<file path="src/rcs_cfg.svh">
// constants of the reader command sequencer
`ifndef RCS_CFG_SVH
`define RCS_CFG_SVH
`define RCS_C_IDLE 5'h00
`define RCS_C_LOW_POWER_CARD_DETECT 5'h01
`define RCS_C_LKEY 5'h02
`define RCS_C_AUTH 5'h03
`define RCS_C_TAG 5'h04
`define RCS_C_RX 5'h05
`define RCS_C_TX 5'h06
`define RCS_C_TRX 5'h07
`define RCS_C_NWR 5'h08
`define RCS_C_NPG 5'h09
`define RCS_C_NRD 5'h0A
`define RCS_C_LREG 5'h0C
`define RCS_C_PROT 5'h0D
`define RCS_C_KFET 5'h0E
`define RCS_C_KST 5'h0F
`define RCS_C_RNG 5'h1C
`define RCS_C_RST 5'h1F
`define RCS_A_CMD 5'h00
`define RCS_A_STAT 5'h04
`define RCS_A_EVT 5'h08
`define RCS_A_LIM 5'h0C
`define RCS_LIM_RST 32'hFF00_FF00
`define RCS_STBY_BIT 7
`define RCS_E_IDLE 0
`define RCS_E_CARD 1
`define RCS_E_PROT 2
`define RCS_E_WERR 3
`define RCS_E_RX 4
`define RCS_E_TX 5
`define RCS_E_TMR 6
`define RCS_E_ABRT 7
`define RCS_KEY_LEN 4'h6
`define RCS_PAGE_LEN 9'h040
`define RCS_PAGE_MAX 8'h7F
`define RCS_SEC_LSB 10
`define RCS_SECTOR 3'h2
`define RCS_KEY_BASE 13'h0C00
`define RCS_PROT_BASE 13'h0E00
`define RCS_PROT_LEN 9'h008
`define RCS_RX_REG 8'h20
`define RCS_TX_REG 8'h28
`define RCS_OKAY 2'h0
`define RCS_SLVERR 2'h2
`endif

</file>
<file path="src/rcs_pkg.sv">
// types of the reader command sequencer
package rcs_pkg;
	typedef enum logic [4:0] {
		ST_IDLE  = 5'h01,
		ST_WAIT  = 5'h02,
		ST_FETCH = 5'h04,
		ST_RUN   = 5'h08,
		ST_DONE  = 5'h10
	} rcs_state_t;
	typedef struct packed {
		logic        req;
		logic        we;
		logic [12:0] addr;
		logic [7:0]  wdata;
	} rcs_nvm_t;
endpackage

</file>
<file path="src/rcs_top.sv">
// command decoder and sequencer with AXI4-Lite registers
//
// Implementation choices: the AXI4-Lite register port and the placing of the registers.
`timescale 1ns/1ns
`default_nettype none
`include "rcs_cfg.svh"
//Behaviour
// - code 00h idles the sequencer and aborts the running command
// - code 01h runs a low-power card detection cycle
// - after wake, compare I and Q samples with limits, flag card detect
// - card detection ends in standby only when standby is selected
// - 02h moves six key bytes to key buffer, aborts if fewer present
// - during authentication queue access blocked, write error flagged, rx/tx events suppressed
// - authentication ends by itself on success and sets cipher active
// - authentication error sets protocol error and clears cipher active
// - 04h runs the tag query, acknowledge, new-handle exchange
// - 05h enables the receive path
// - 06h transmits the queue bytes
// - 07h transmits then switches the receiver on
// - 08h takes address high, low, data and writes one memory byte
// - 09h takes page address and 1 to 64 bytes, writes the page
// - 0Ah takes address and length, copies memory bytes to the queue
// - 0Ch copies memory bytes to registers; source must be sector 2
// - 0Dh loads receive and transmit protocol presets from memory
// - 0Eh fetches stored key by index; 0Fh stores index plus six bytes
// - 1Ch pushes random bytes to the queue until full
// - commands other than 02h and 09h wait until all argument bytes are queued
// - writing a new code aborts the running command and starts it
module rcs_top #(
	parameter int ADDR_W = 5
) (
	input  wire logic              aclk,
	input  wire logic              aresetn,
	input  wire logic [ADDR_W-1:0] awaddr,
	input  wire logic              awvalid,
	output logic                   awready,
	input  wire logic [31:0]       wdata,
	input  wire logic [3:0]        wstrb,
	input  wire logic              wvalid,
	output logic                   wready,
	output logic [1:0]             bresp,
	output logic                   bvalid,
	input  wire logic              bready,
	input  wire logic [ADDR_W-1:0] araddr,
	input  wire logic              arvalid,
	output logic                   arready,
	output logic [31:0]            rdata,
	output logic [1:0]             rresp,
	output logic                   rvalid,
	input  wire logic              rready,
	input  wire logic [7:0]        q_level,
	input  wire logic [7:0]        q_rdata,
	input  wire logic              q_full,
	input  wire logic              q_host_access,
	output logic                   q_pop,
	output logic                   q_push,
	output logic [7:0]             q_wdata,
	output logic                   q_block,
	output logic [7:0]             out_byte,
	output logic                   key_wr,
	output logic                   auth_wr,
	output logic                   auth_start,
	input  wire logic              auth_ok,
	input  wire logic              auth_err,
	output logic                   tag_start,
	input  wire logic              tag_done,
	output logic                   tx_start,
	input  wire logic              tx_done,
	output logic                   rx_on,
	input  wire logic              rx_done,
	input  wire logic              timer_event,
	input  wire logic              low_power_card_detect_valid,
	input  wire logic [7:0]        low_power_card_detect_i,
	input  wire logic [7:0]        low_power_card_detect_q,
	output logic                   standby_req,
	output rcs_pkg::rcs_nvm_t      nvm,
	input  wire logic              nvm_ack,
	input  wire logic [7:0]        nvm_rdata,
	output logic                   reg_wr,
	output logic [7:0]             reg_idx,
	input  wire logic [7:0]        rng_byte,
	output logic                   soft_reset
);
	if (ADDR_W < 5)
	begin : g_chk
		$error("ADDR_W too small for the register map");
	end

	// ----------------------------------------
	// decode helpers
	// ----------------------------------------
	function automatic logic [3:0] need_args(input logic [4:0] c);
		case (c)
			`RCS_C_LKEY, `RCS_C_AUTH: need_args = `RCS_KEY_LEN;
			`RCS_C_NWR, `RCS_C_NRD:   need_args = 4'h3;
			`RCS_C_NPG, `RCS_C_KFET:  need_args = 4'h1;
			`RCS_C_LREG:              need_args = 4'h4;
			`RCS_C_PROT:              need_args = 4'h2;
			`RCS_C_KST:               need_args = 4'h7;
			default:                  need_args = 4'h0;
		endcase
	endfunction

	function automatic logic [12:0] slot_addr(input logic [7:0] n);
		slot_addr = 13'(`RCS_KEY_BASE + 13'(n) * 13'(`RCS_KEY_LEN));
	endfunction

	function automatic logic [4:0] word_of(input logic [ADDR_W-1:0] a);
		word_of = {a[4:2], 2'b00};
	endfunction

	rcs_pkg::rcs_state_t st_reg;
	logic [4:0]  cmd_reg;
	logic        stby_sel_reg;
	logic [31:0] lim_reg;
	logic [7:0]  ev_reg;
	logic [7:0]  ev_set;
	logic        ciph_reg;
	logic        aw_hold_reg;
	logic        w_hold_reg;
	logic [ADDR_W-1:0] aw_addr_reg;
	logic [31:0] w_data_reg;
	logic [3:0]  w_strb_reg;
	logic        wr_go;
	logic        cmd_wr;
	logic        evt_wr;
	logic [7:0]  arg_reg [0:7];
	logic [3:0]  idx_reg;
	logic [8:0]  cnt_reg;
	logic        ph_reg;
	logic        low_power_card_detect_hit;
	logic        in_auth;
	logic        rst;

	assign rst = !aresetn || soft_reset;
	assign in_auth = st_reg == rcs_pkg::ST_RUN && cmd_reg == `RCS_C_AUTH;
	assign low_power_card_detect_hit = low_power_card_detect_i < lim_reg[7:0] || low_power_card_detect_i > lim_reg[15:8]
		|| low_power_card_detect_q < lim_reg[23:16] || low_power_card_detect_q > lim_reg[31:24];

	// ----------------------------------------
	// AXI4-Lite slave
	// ----------------------------------------
	assign wr_go = aw_hold_reg && w_hold_reg && !bvalid;
	assign cmd_wr = wr_go && word_of(aw_addr_reg) == `RCS_A_CMD && w_strb_reg[0];
	assign evt_wr = wr_go && word_of(aw_addr_reg) == `RCS_A_EVT && w_strb_reg[0];

	always_ff @(posedge aclk)
	begin
		if (!aresetn)
		begin
			aw_hold_reg <= 1'b0;
			w_hold_reg  <= 1'b0;
			awready     <= 1'b0;
			wready      <= 1'b0;
			bvalid      <= 1'b0;
			bresp       <= `RCS_OKAY;
			aw_addr_reg <= '0;
			w_data_reg  <= 32'h0000_0000;
			w_strb_reg  <= 4'h0;
		end
		else
		begin
			awready <= !aw_hold_reg && !(awvalid && awready);
			wready  <= !w_hold_reg && !(wvalid && wready);
			if (awvalid && awready)
			begin
				aw_hold_reg <= 1'b1;
				aw_addr_reg <= awaddr;
			end
			if (wvalid && wready)
			begin
				w_hold_reg <= 1'b1;
				w_data_reg <= wdata;
				w_strb_reg <= wstrb;
			end
			if (wr_go)
			begin
				aw_hold_reg <= 1'b0;
				w_hold_reg  <= 1'b0;
				bvalid      <= 1'b1;
				bresp       <= aw_addr_reg > ADDR_W'(`RCS_A_LIM) ? `RCS_SLVERR : `RCS_OKAY;
			end
			else if (bready)
				bvalid <= 1'b0;
		end
	end

	always_ff @(posedge aclk)
	begin
		if (!aresetn)
		begin
			arready <= 1'b0;
			rvalid  <= 1'b0;
			rdata   <= 32'h0000_0000;
			rresp   <= `RCS_OKAY;
		end
		else
		begin
			arready <= !rvalid && !(arvalid && arready);
			if (arvalid && arready)
			begin
				rvalid <= 1'b1;
				rresp  <= `RCS_OKAY;
				case (word_of(araddr))
					`RCS_A_CMD:  rdata <= {24'h0, stby_sel_reg, 2'h0, cmd_reg};
					`RCS_A_STAT: rdata <= {28'h0, standby_req, q_block, ciph_reg,
						st_reg != rcs_pkg::ST_IDLE};
					`RCS_A_EVT:  rdata <= {24'h0, ev_reg};
					`RCS_A_LIM:  rdata <= lim_reg;
					default:
					begin
						rdata <= 32'h0000_0000;
						rresp <= `RCS_SLVERR;
					end
				endcase
				if (araddr > ADDR_W'(`RCS_A_LIM))
					rresp <= `RCS_SLVERR;
			end
			else if (rready)
				rvalid <= 1'b0;
		end
	end

	// ----------------------------------------
	// configuration
	// ----------------------------------------
	always_ff @(posedge aclk)
	begin
		if (rst)
		begin
			stby_sel_reg <= 1'b0;
			lim_reg      <= `RCS_LIM_RST;
		end
		else
		begin
			if (cmd_wr)
				stby_sel_reg <= w_data_reg[`RCS_STBY_BIT];
			if (wr_go && word_of(aw_addr_reg) == `RCS_A_LIM)
			begin
				for (int b = 0; b < 4; b++)
					if (w_strb_reg[b])
						lim_reg[b*8 +: 8] <= w_data_reg[b*8 +: 8];
			end
		end
	end

	// ----------------------------------------
	// event flags, set beats clear
	// ----------------------------------------
	always_comb
	begin
		ev_set = 8'h00;
		ev_set[`RCS_E_IDLE] = st_reg == rcs_pkg::ST_DONE
			|| (cmd_wr && st_reg != rcs_pkg::ST_IDLE);
		ev_set[`RCS_E_CARD] = st_reg == rcs_pkg::ST_RUN && cmd_reg == `RCS_C_LOW_POWER_CARD_DETECT
			&& low_power_card_detect_valid && low_power_card_detect_hit;
		ev_set[`RCS_E_PROT] = in_auth && auth_err;
		ev_set[`RCS_E_WERR] = in_auth && q_host_access;
		ev_set[`RCS_E_RX] = rx_done && !in_auth;
		ev_set[`RCS_E_TX] = tx_done && !in_auth;
		ev_set[`RCS_E_TMR] = timer_event;
		ev_set[`RCS_E_ABRT] = st_reg == rcs_pkg::ST_WAIT && ((cmd_reg == `RCS_C_LKEY
			&& q_level < 8'(`RCS_KEY_LEN)) || (cmd_reg == `RCS_C_NPG && q_level < 8'h02));
	end

	always_ff @(posedge aclk)
	begin
		if (rst)
			ev_reg <= 8'h00;
		else
			ev_reg <= (ev_reg & ~(evt_wr ? w_data_reg[7:0] : 8'h00)) | ev_set;
	end

	always_ff @(posedge aclk)
	begin
		if (rst)
			ciph_reg <= 1'b0;
		else if (in_auth && auth_err)
			ciph_reg <= 1'b0;
		else if (in_auth && auth_ok)
			ciph_reg <= 1'b1;
	end

	// ----------------------------------------
	// sequencer
	// ----------------------------------------
	always_ff @(posedge aclk)
	begin
		if (rst)
		begin
			st_reg      <= rcs_pkg::ST_IDLE;
			cmd_reg     <= `RCS_C_IDLE;
			idx_reg     <= 4'h0;
			cnt_reg     <= 9'h000;
			ph_reg      <= 1'b0;
			q_pop       <= 1'b0;
			q_push      <= 1'b0;
			q_wdata     <= 8'h00;
			q_block     <= 1'b0;
			out_byte    <= 8'h00;
			key_wr      <= 1'b0;
			auth_wr     <= 1'b0;
			auth_start  <= 1'b0;
			tag_start   <= 1'b0;
			tx_start    <= 1'b0;
			rx_on       <= 1'b0;
			standby_req <= 1'b0;
			nvm         <= '0;
			reg_wr      <= 1'b0;
			reg_idx     <= 8'h00;
			soft_reset  <= 1'b0;
			for (int i = 0; i < 8; i++)
				arg_reg[i] <= 8'h00;
		end
		else
		begin
			q_pop      <= 1'b0;
			q_push     <= 1'b0;
			key_wr     <= 1'b0;
			auth_wr    <= 1'b0;
			auth_start <= 1'b0;
			tag_start  <= 1'b0;
			tx_start   <= 1'b0;
			reg_wr     <= 1'b0;
			if (cmd_wr)
			begin
				// new code aborts whatever runs
				cmd_reg     <= w_data_reg[4:0];
				idx_reg     <= 4'h0;
				ph_reg      <= 1'b0;
				q_block     <= 1'b0;
				rx_on       <= 1'b0;
				nvm.req     <= 1'b0;
				standby_req <= 1'b0;
				st_reg      <= w_data_reg[4:0] == `RCS_C_IDLE ? rcs_pkg::ST_DONE
					: rcs_pkg::ST_WAIT;
			end
			else
			begin
				unique case (st_reg)
					rcs_pkg::ST_IDLE:
					begin
					end
					rcs_pkg::ST_WAIT:
					begin
						if ((cmd_reg == `RCS_C_LKEY && q_level < 8'(`RCS_KEY_LEN))
							|| (cmd_reg == `RCS_C_NPG && q_level < 8'h02))
							st_reg <= rcs_pkg::ST_DONE;
						else if (q_level >= 8'(need_args(cmd_reg)))
							st_reg <= rcs_pkg::ST_FETCH;
					end
					rcs_pkg::ST_FETCH:
					begin
						// arguments kept in arrival order
						if (idx_reg < need_args(cmd_reg))
						begin
							if (!q_pop)
							begin
								q_pop <= 1'b1;
								arg_reg[idx_reg[2:0]] <= q_rdata;
								idx_reg <= idx_reg + 4'h1;
							end
						end
						else
						begin
							st_reg  <= rcs_pkg::ST_RUN;
							idx_reg <= 4'h0;
							q_block <= cmd_reg == `RCS_C_AUTH;
							cnt_reg <= 9'h001;
							reg_idx <= arg_reg[2];
							case (cmd_reg)
								`RCS_C_NWR, `RCS_C_NRD, `RCS_C_LREG:
									nvm.addr <= {arg_reg[0][4:0], arg_reg[1]};
								`RCS_C_NPG:
									nvm.addr <= 13'(arg_reg[0]) * 13'(`RCS_PAGE_LEN);
								`RCS_C_KFET, `RCS_C_KST:
									nvm.addr <= slot_addr(arg_reg[0]);
								`RCS_C_PROT:
									nvm.addr <= 13'(`RCS_PROT_BASE
										+ 13'(arg_reg[0]) * 13'(`RCS_PROT_LEN));
								default:
									nvm.addr <= 13'h0000;
							endcase
							case (cmd_reg)
								`RCS_C_NPG:  cnt_reg <= `RCS_PAGE_LEN;
								`RCS_C_NRD:  cnt_reg <= {1'b0, arg_reg[2]};
								`RCS_C_LREG: cnt_reg <= {1'b0, arg_reg[3]};
								`RCS_C_PROT: cnt_reg <= `RCS_PROT_LEN;
								`RCS_C_KFET, `RCS_C_KST: cnt_reg <= 9'(`RCS_KEY_LEN);
								default:     cnt_reg <= 9'h001;
							endcase
							if (cmd_reg == `RCS_C_PROT)
								reg_idx <= `RCS_RX_REG;
							if ((cmd_reg == `RCS_C_NPG && arg_reg[0] > `RCS_PAGE_MAX)
								|| (cmd_reg == `RCS_C_LREG && arg_reg[0][(`RCS_SEC_LSB-8)+:3]
								!= `RCS_SECTOR))
								st_reg <= rcs_pkg::ST_DONE;
						end
					end
					rcs_pkg::ST_RUN:
					begin
						case (cmd_reg)
							`RCS_C_LOW_POWER_CARD_DETECT:
								if (low_power_card_detect_valid)
								begin
									st_reg      <= rcs_pkg::ST_DONE;
									standby_req <= stby_sel_reg;
								end
							`RCS_C_LKEY:
								if (idx_reg < `RCS_KEY_LEN)
								begin
									key_wr   <= 1'b1;
									out_byte <= arg_reg[idx_reg[2:0]];
									idx_reg  <= idx_reg + 4'h1;
								end
								else
									st_reg <= rcs_pkg::ST_DONE;
							`RCS_C_AUTH:
							begin
								if (idx_reg < `RCS_KEY_LEN)
								begin
									auth_wr  <= 1'b1;
									out_byte <= arg_reg[idx_reg[2:0]];
									idx_reg  <= idx_reg + 4'h1;
								end
								else if (!ph_reg)
								begin
									auth_start <= 1'b1;
									ph_reg     <= 1'b1;
								end
								else if (auth_ok || auth_err)
								begin
									st_reg  <= rcs_pkg::ST_DONE;
									q_block <= 1'b0;
								end
							end
							`RCS_C_TAG:
								if (!ph_reg)
								begin
									tag_start <= 1'b1;
									ph_reg    <= 1'b1;
								end
								else if (tag_done)
									st_reg <= rcs_pkg::ST_DONE;
							`RCS_C_RX:
							begin
								rx_on <= !rx_done;
								if (rx_done)
									st_reg <= rcs_pkg::ST_DONE;
							end
							`RCS_C_TX, `RCS_C_TRX:
								if (!ph_reg)
								begin
									tx_start <= 1'b1;
									ph_reg   <= 1'b1;
								end
								else if (tx_done && cmd_reg == `RCS_C_TRX)
									rx_on <= 1'b1;
								else if (tx_done || (rx_on && rx_done))
								begin
									rx_on  <= 1'b0;
									st_reg <= rcs_pkg::ST_DONE;
								end
							`RCS_C_RNG:
								if (!q_push)
								begin
									if (q_full)
										st_reg <= rcs_pkg::ST_DONE;
									else
									begin
										q_push  <= 1'b1;
										q_wdata <= rng_byte;
									end
								end
							`RCS_C_RST:
								soft_reset <= 1'b1;
							`RCS_C_NWR, `RCS_C_NPG, `RCS_C_NRD, `RCS_C_LREG,
							`RCS_C_PROT, `RCS_C_KFET, `RCS_C_KST:
							begin
								// one memory byte per handshake
								if (nvm.req)
								begin
									if (nvm_ack)
									begin
										nvm.req  <= 1'b0;
										nvm.addr <= nvm.addr + 13'h0001;
										cnt_reg  <= cnt_reg - 9'h001;
										idx_reg  <= idx_reg + 4'h1;
										reg_idx  <= reg_idx + 8'h01;
										out_byte <= nvm_rdata;
										q_wdata  <= nvm_rdata;
										q_push   <= cmd_reg == `RCS_C_NRD;
										reg_wr   <= cmd_reg == `RCS_C_LREG
											|| cmd_reg == `RCS_C_PROT;
										key_wr   <= cmd_reg == `RCS_C_KFET;
									end
								end
								else if (cnt_reg == 9'h000)
								begin
									if (cmd_reg == `RCS_C_PROT && !ph_reg)
									begin
										ph_reg   <= 1'b1;
										cnt_reg  <= `RCS_PROT_LEN;
										reg_idx  <= `RCS_TX_REG;
										nvm.addr <= 13'(`RCS_PROT_BASE
											+ 13'(arg_reg[1]) * 13'(`RCS_PROT_LEN));
									end
									else
										st_reg <= rcs_pkg::ST_DONE;
								end
								else if (cmd_reg == `RCS_C_NPG)
								begin
									if (q_level == 8'h00 && !q_pop)
										st_reg <= rcs_pkg::ST_DONE;
									else if (!q_pop)
									begin
										q_pop     <= 1'b1;
										nvm.req   <= 1'b1;
										nvm.we    <= 1'b1;
										nvm.wdata <= q_rdata;
									end
								end
								else
								begin
									nvm.req   <= 1'b1;
									nvm.we    <= cmd_reg == `RCS_C_NWR
										|| cmd_reg == `RCS_C_KST;
									nvm.wdata <= cmd_reg == `RCS_C_KST
										? arg_reg[3'(idx_reg + 4'h1)] : arg_reg[2];
								end
							end
							default:
								st_reg <= rcs_pkg::ST_DONE;
						endcase
					end
					rcs_pkg::ST_DONE:
					begin
						st_reg  <= rcs_pkg::ST_IDLE;
						q_block <= 1'b0;
						rx_on   <= 1'b0;
						nvm.req <= 1'b0;
					end
				endcase
			end
		end
	end
endmodule
`default_nettype wire

</file>
<file path="config.mk">
export PLATFORM = sky130hd
export DESIGN_NAME = rcs_top
export DESIGN_NICKNAME = d
export VERILOG_FILES = /design/src/rcs_pkg.sv /design/src/rcs_top.sv
export VERILOG_INCLUDE_DIRS = /design/src
export SDC_FILE = /design/constraint.sdc
export NUM_CORES = 1
export LEC_CHECK = 0
export ABC_AREA = 0
export BUFFER_PORTS_ARGS = -buffer_cell sky130_fd_sc_hd__buf_2
export CORE_MARGIN = 3
export CORE_UTILIZATION = 45
export DETAILED_ROUTE_END_ITERATION = 8
export GPL_TIMING_DRIVEN = 1
export PLACE_DENSITY = 0.73
export REMOVE_ABC_BUFFERS = 1
export SLEW_MARGIN = 5
export SYNTH_ARGS = -nofsm -noshare
export SYNTH_HDL_FRONTEND = slang
export SYNTH_SLANG_ARGS = --single-unit
</file>
<file path="constraint.sdc">
create_clock -name aclk -period 7.6 [get_ports aclk]
set_clock_uncertainty 0.2 [all_clocks]
set_input_delay 0.38 -clock aclk [delete_from_list [all_inputs] [get_ports aclk]]
set_output_delay 0.38 -clock aclk [all_outputs]
set_load 0.02 [all_outputs]
</file>
==> results of run 1 <==
critical path, stage by stage (launching register included):
cell      delay (ps)
dfxtp_1          350
nand3b_1         300
or4_1            530
nand2_1          500
or4_1            820
o21ai_0          910
power by group:
part,switching (W),internal (W),total [W]
combinational,0.000111,0.0000943,0.000205
sequential,0.0000354,0.00154,0.00157
clock,0.000638,0.00106,0.00169
total,0.000785,0.00269,0.00347
kinds of logic (layout without fill, tap and decap cells):
logic type,Yosys count,count (layout),share of synthesized area [%]
and+or+nand+nor,581,581,19.7
AOI/OAI and AO/OA,410,410,19.1
DFF,277,277,43.1
buffers and inverters,148,408,4.31
muxes,64,64,7.70
adders and majority gates,55,55,4.85
xor gates and xnor gates,20,20,1.22
other,1,8,0.0261
layout by cell type (no fill, tap or decap), drive strengths merged, types with 8 or more instances in the layout:
master	n
a22o	33
bufinv	10
edfxtp	64
xor2	12
a21oi	105
a31oi	12
nor4	8
a22oi	19
and2	73
a221oi	11
inv	56
nand2	221
buf	225
nor2	113
a21boi	46
nor3b	10
nand2b	18
a21o	10
mux2i	16
mux2	12
nand3	42
dfxtp	213
clkbuf	30
mux4	36
clkinv	8
xnor2	8
ha	54
dlygate4sd3	76
a311oi	9
o211ai	33
nor3	32
and3	16
o21ai	81
routing by layer:
layer,up-vias,GRT usage (%)
met2,601,39.2
met3,107,4.62
met1,6203,33.9
li1,6135,-
met5,-,0
met4,0,9.06
through the flow:
step           hold WS [ps]  setup WS, ps  util, %  area, µm²
2_1_floorplan           222          3540        -      13900
3_3_place_gp            234          3760     50.4      15600
3_5_place_dp            239          3590     50.4      15600
4_1_cts                13.4          3620     56.5      17500
5_1_grt                60.6          3360     56.6      17500
6_report               21.2          3590     56.6      17500
cell type report:
class / count / area [µm²] / area share, %
Timing Repair Buffer: 301 / 1930 / 11.0
Antenna cell: 6 / 15.0 / 0.0856
Tap cell: 396 / 495 / 2.82
Inverter: 53 / 199 / 1.13
Multi-Input combinational cell: 1132 / 7570 / 43.1
Sequential cell: 277 / 6190 / 35.3
Clock buffer: 30 / 739 / 4.22
Clock inverter: 24 / 409 / 2.33
worst max-delay path by stage:
| stage | from | end | slack (ps) |
|---|---|---|---|
| 2_1_floorplan | soft_reset$_SDFFE_PP0P_ | arg_reg[2][0]$_SDFFCE_PN0P_ | 3540 |
| 3_3_place_gp | aresetn | arg_reg[6][2]$_SDFFCE_PN0P_ | 3760 |
| 3_5_place_dp | aresetn | arg_reg[4][2]$_SDFFCE_PN0P_ | 3590 |
| 4_1_cts | bvalid$_SDFFE_PN0P_ | arg_reg[4][0]$_SDFFCE_PN0P_ | 3620 |
| 5_1_grt | bvalid$_SDFFE_PN0P_ | arg_reg[4][0]$_SDFFCE_PN0P_ | 3360 |
| 6_report | bvalid$_SDFFE_PN0P_ | arg_reg[4][0]$_SDFFCE_PN0P_ | 3590 |
==> results.cfg, run 1 <==
[worst_setup_path]
rrSetupSlack_ps = 3590
worstSetupEndpointType = flop
rr_worst_depth = 5
r2r-start = bvalid$_SDFFE_PN0P_
crit_required_ps = 7580
crit_type = flop to flop
start_kind = flop
cp.arrival_ps = 3990
cp_max_fo = 16
r2r-end = arg_reg[4][0]$_SDFFCE_PN0P_

[global_routing]
antenna_found_initial = 3
grt_max_degree = 77
grt_pass1_wl_um = 68000
grt_overflow = 0
grtUsageTotal_pct = 24.7
grt_pass1_vias = 12731

[timing]
period_needed_ps = 4010
rsz0062_at_grt = false
finalSetupViolCount = 0
clock.fmax_ghz = 0.249
finalCritPeriodShare_pct = 52.8
fin_tns_setup_ps = 0
slew_headroom_pct = 19.5
tightest_slew_ps = 1200
report.final.hold_viol_count = 0
slew_violations = 0

[cts]
root_buffer = clkbuf_16
cts-resized-gates = 0
post_cts_buffers = 0
cts_buffer_depth = 3
clkLatencyLatePin_ps = 560
cts_tree = yes
clock_sinks = 277
path_clk_slew_ps = 70
cts_buffers = 29
cts_hold_buf = 76
htree_num_levels = 1

[hold_path]
hold_path_end = rdata[6]$_SDFFE_PN0P_
hold_path_class = input pin to flop
hold_start = araddr[3]
holdPathStages = 3

[logic_synthesis]
ys_seq_area_share_pct = 43.1
mappedNetlistArea_um2 = 14400
synth_top_area_share_pct = 29.7
synthFlopType = dfxtp_1
synth-edff-count = 64
synth_top_area_cell = dfxtp_1
ys_warn_count = 0
synth.distinct_cells = 85
avgSynthCellArea_um2 = 9.23
ys_top_cells_by_count = nand2_1, dfxtp_1, nor2_1
syn_inst = 1556
synth_seq_cells = 277
async_reset_ff_share_pct = 0
post-synth-top-count-cell = nand2_1
synthTopCellsByArea = dfxtp_1, edfxtp_1, nand2_1

[flow_run]
cap_violations = 0

[placement]
place_inst = 2083
gp_congestion = 0.904
io_buffer_count = 208
hpwl_um = 30300

[pwr]
p_total_w = 0.00347
p_per_area_nw_per_um2 = 198
peakVddDrop_uv = 165
p_leak_nw = 6.94

[route]
met3_length_um = 3970
met1_length_um = 18100
drt_iter0_markers = 1299
dr_wl_met2_um = 20200
drc_errors = 0
firstDrtPassIters = 5
postRouteAntennaNets = 0
routed.top_layer = met4
vias_per_cell = 5.88
routedWlPerCell_um = 19.7
wl_um = 43700
vias = 13046

[layout]
fillers = 2693
largest_reg_flops = 64
drive_above_1_share_pct = 19.3
nets = 1960
final_cells = 2219
syn_to_final_growth_pct = 22.2

[outcome]
outcome = complete, no violations

[floorplanning]
ios = 211
start_util_pct = 46.3
die_w_um = 185
coreArea_um2 = 31000
die_y_um = 185
design.die.area_um2 = 34100
rows = 64
Power figures use the tool's default switching activity.
==> inputs of run 2 (changes only) <==
- ABC_AREA: 0 -> 1
- clock period: 7.6 -> 4.1 ns (I/O delays scaled with it)
==> run 2 against run 1 <==
  * Global-route usage increased by 1.9 points
  * Largest cell class unchanged
  * Combinational power increased by 120%
  * Critical path type unchanged
  * Synthesized cell count increased by 25%
  * Highest routed layer unchanged
  * Sequential share of layout area decreased by 0.43 points
  * Non-clock buffer count increased by 22
  * Core utilization increased by 0.54 points
==> results.cfg, run 2 <==
[global_routing]
grt_overflow = 0
grtUsageTotal_pct = 26.6
grt_pass1_vias = 13519
antenna_found_initial = 2
grt_max_degree = 76
grt_pass1_wl_um = 72800

[pwr]
seqPwrFrac_pct = 46.7
p_per_area_nw_per_um2 = 350
p_switching_w = 0.00146
combPwrFrac_pct = 7.4
intPower_w = 0.00475
p_leak_nw = 7.72
swShare_pct = 23.6
peakVddDrop_uv = 323
clkPwrFrac_pct = 45.8

[logic_synthesis]
synthTopCellsByArea = dfxtp_1, edfxtp_1, o21ai_0
synth.distinct_cells = 56
ys_seq_area_share_pct = 42.9
syn_inst = 1940
ys_top_cells_by_count = nor2_1, nand2_1, o21ai_0
synth_seq_cells = 277
synth-edff-count = 64
ys_warn_count = 0
post-synth-top-count-cell = nor2_1
synth_top_area_cell = dfxtp_1
synthFlopType = dfxtp_1
mappedNetlistArea_um2 = 14400
synth_top_area_share_pct = 29.6
avgSynthCellArea_um2 = 7.43
async_reset_ff_share_pct = 0

[worst_setup_path]
path_delay_family = simple AND/OR/NAND/NOR gates
path_cells = inv_2 > nand2_1 > ha_1 > nand2_1 > nand2_1 > nand2_1 > nand3_1 > nand3b_1 > nor2_1 > nand2_1 > nand2_1
cp_max_fo = 10
crit_required_ps = 4120
cpMostUsedCell = nand2_1
cp_slowest_stage_delay_ps = 520
worstSetupEndpointType = flop
crit_type = flop to flop
start_kind = flop
cpMaxStageDelayCell = nor2_1
cp.arrival_ps = 3540
crit_buf_inv = 1

[outcome]
outcome = complete, no violations

[layout]
largest_reg_flops = 64
seq_area_um2 = 6190
fillers = 2827
final_core_util_pct = 57.1
nets = 2374
syn_to_final_growth_pct = 23.2
final_cell_mix = nor2_1, nand2_1, o21ai_0
final_common_cell = nor2_1
multi_input_area_um2 = 7030
drive_above_1_share_pct = 14.3

[floorplanning]
die_y_um = 185
die_w_um = 185
coreArea_um2 = 31100
rows = 64
start_util_pct = 46.4
design.die.area_um2 = 34200
ios = 211

[route]
wl_um = 47400
vias = 14762
drt_iter0_markers = 1700
drc_errors = 0
routedWlPerCell_um = 18.0
firstDrtPassIters = 6
postRouteAntennaNets = 0
vias_per_cell = 5.61

[cts]
clkLatencyLatePin_ps = 590
htree_num_levels = 1
cts_tree = yes
clock_sinks = 277
root_buffer = clkbuf_16
path_clk_slew_ps = 60
cts_buffer_depth = 3
cts-resized-gates = 0
cts_buffers = 30

[timing]
slew_violations = 0
finalCritPeriodShare_pct = 85.8
period_needed_ps = 3520
tightest_slew_ps = 1140
slew_headroom_pct = 24.3
clock.fmax_ghz = 0.284
rsz0062_at_grt = false
report.final.hold_viol_count = 0
finalSetupViolCount = 0
fin_tns_setup_ps = 0

[placement]
hpwl_um = 33300
io_buffer_count = 208
gp_congestion = 0.977

[hold_path]
hold_path_class = input pin to flop

[flow_run]
cap_violations = 0
run 2: cell count changes in the layout (fill, tap and decap cells not counted), moves of 49 or more:
cell	delta
nand3_1	+49
nor2_1	+169
a21oi_1	+110
and2_1	-71
inv_1	+154
o21ai_0	+139
run 2: repair_timing:
action / in CTS / in global routing
endpoints found under the hold margin: 125 / 0
hold buffers: 99 / 0
setup buffers: 0 / 0
setup endpoints to repair: 0 / 0
run 2: path summary, 6_finish.rpt:
check                                from                           to  slack [ps]  depth (start not counted)
hold reg to reg       ph_reg$_SDFFE_PP0P_         tag_start$_SDFF_PP0_         240                          1
hold / removal                    arvalid           arready$_SDFF_PN0_          40                          5
setup reg to reg  cmd_reg[4]$_SDFFE_PP0P_  arg_reg[3][0]$_SDFFCE_PN0P_         580                         11
setup / recovery  cmd_reg[4]$_SDFFE_PP0P_  arg_reg[3][0]$_SDFFCE_PN0P_         580                         11
run 2: kinds of logic after synthesis:
family | Yosys count | synth area share [%]
and+or+nand+nor | 686 | 19.9
adders and majority gates | 55 | 4.83
xor gates and xnor gates | 15 | 0.912
other | 1 | 0.0260
DFF | 277 | 42.9
AOI/OAI and AO/OA | 596 | 23.0
buffers and inverters | 310 | 8.39
run 2: power groups by stage:
stage / Sequential (W) / Clock, W / Combinational [W]
2_1_floorplan: 0.00295 / 0 / 0.000203
3_3_place_gp: 0.00296 / 0 / 0.000369
3_5_place_dp: 0.00296 / 0 / 0.000375
4_1_cts: 0.00290 / 0.00287 / 0.000451
5_1_grt: 0.00291 / 0.00297 / 0.000509
6_report: 0.00290 / 0.00285 / 0.000461
run 2: final cells by class:
class	count	share of cell area, %
diodes	3	0.0423
clock buffers	40	4.78
clock inverters	15	1.15
inverters	222	4.69
multi-input cells	1354	39.6
flip-flops and latches	277	34.8
well taps	396	2.79
repair buffers	323	12.1
run 2: worst min-delay path, stage by stage:
cell and delay, ps:
buf_2 100, nand2_1 60, buf_4 250, nand2_1 100, nor2_1 40
run 2: metrics by stage:
| step | cell area (µm²) | std cells | setup slack [ps] | power [W] | hold WS (ps) |
|---|---|---|---|---|---|
| after global routing | 17800 | 2629 | 511 | 0.00639 | 63.7 |
| final | 17800 | 2630 | 581 | 0.00621 | 40.5 |
| after detailed placement | 15700 | 2473 | 819 | 0.00333 | 215 |
| after floorplan | 14000 | 1853 | -858 | 0.00315 | 128 |
| after global placement | 15700 | 2473 | 922 | 0.00333 | 211 |
| after CTS | 17700 | 2627 | 771 | 0.00622 | 6.77 |
run 2: metal layers:
metal	track usage [%]	part of all wire [%]
met3	4.28	9.0
met1	36.6	42
met2	42.9	46
met4	8.58	3.4
met5	0	0
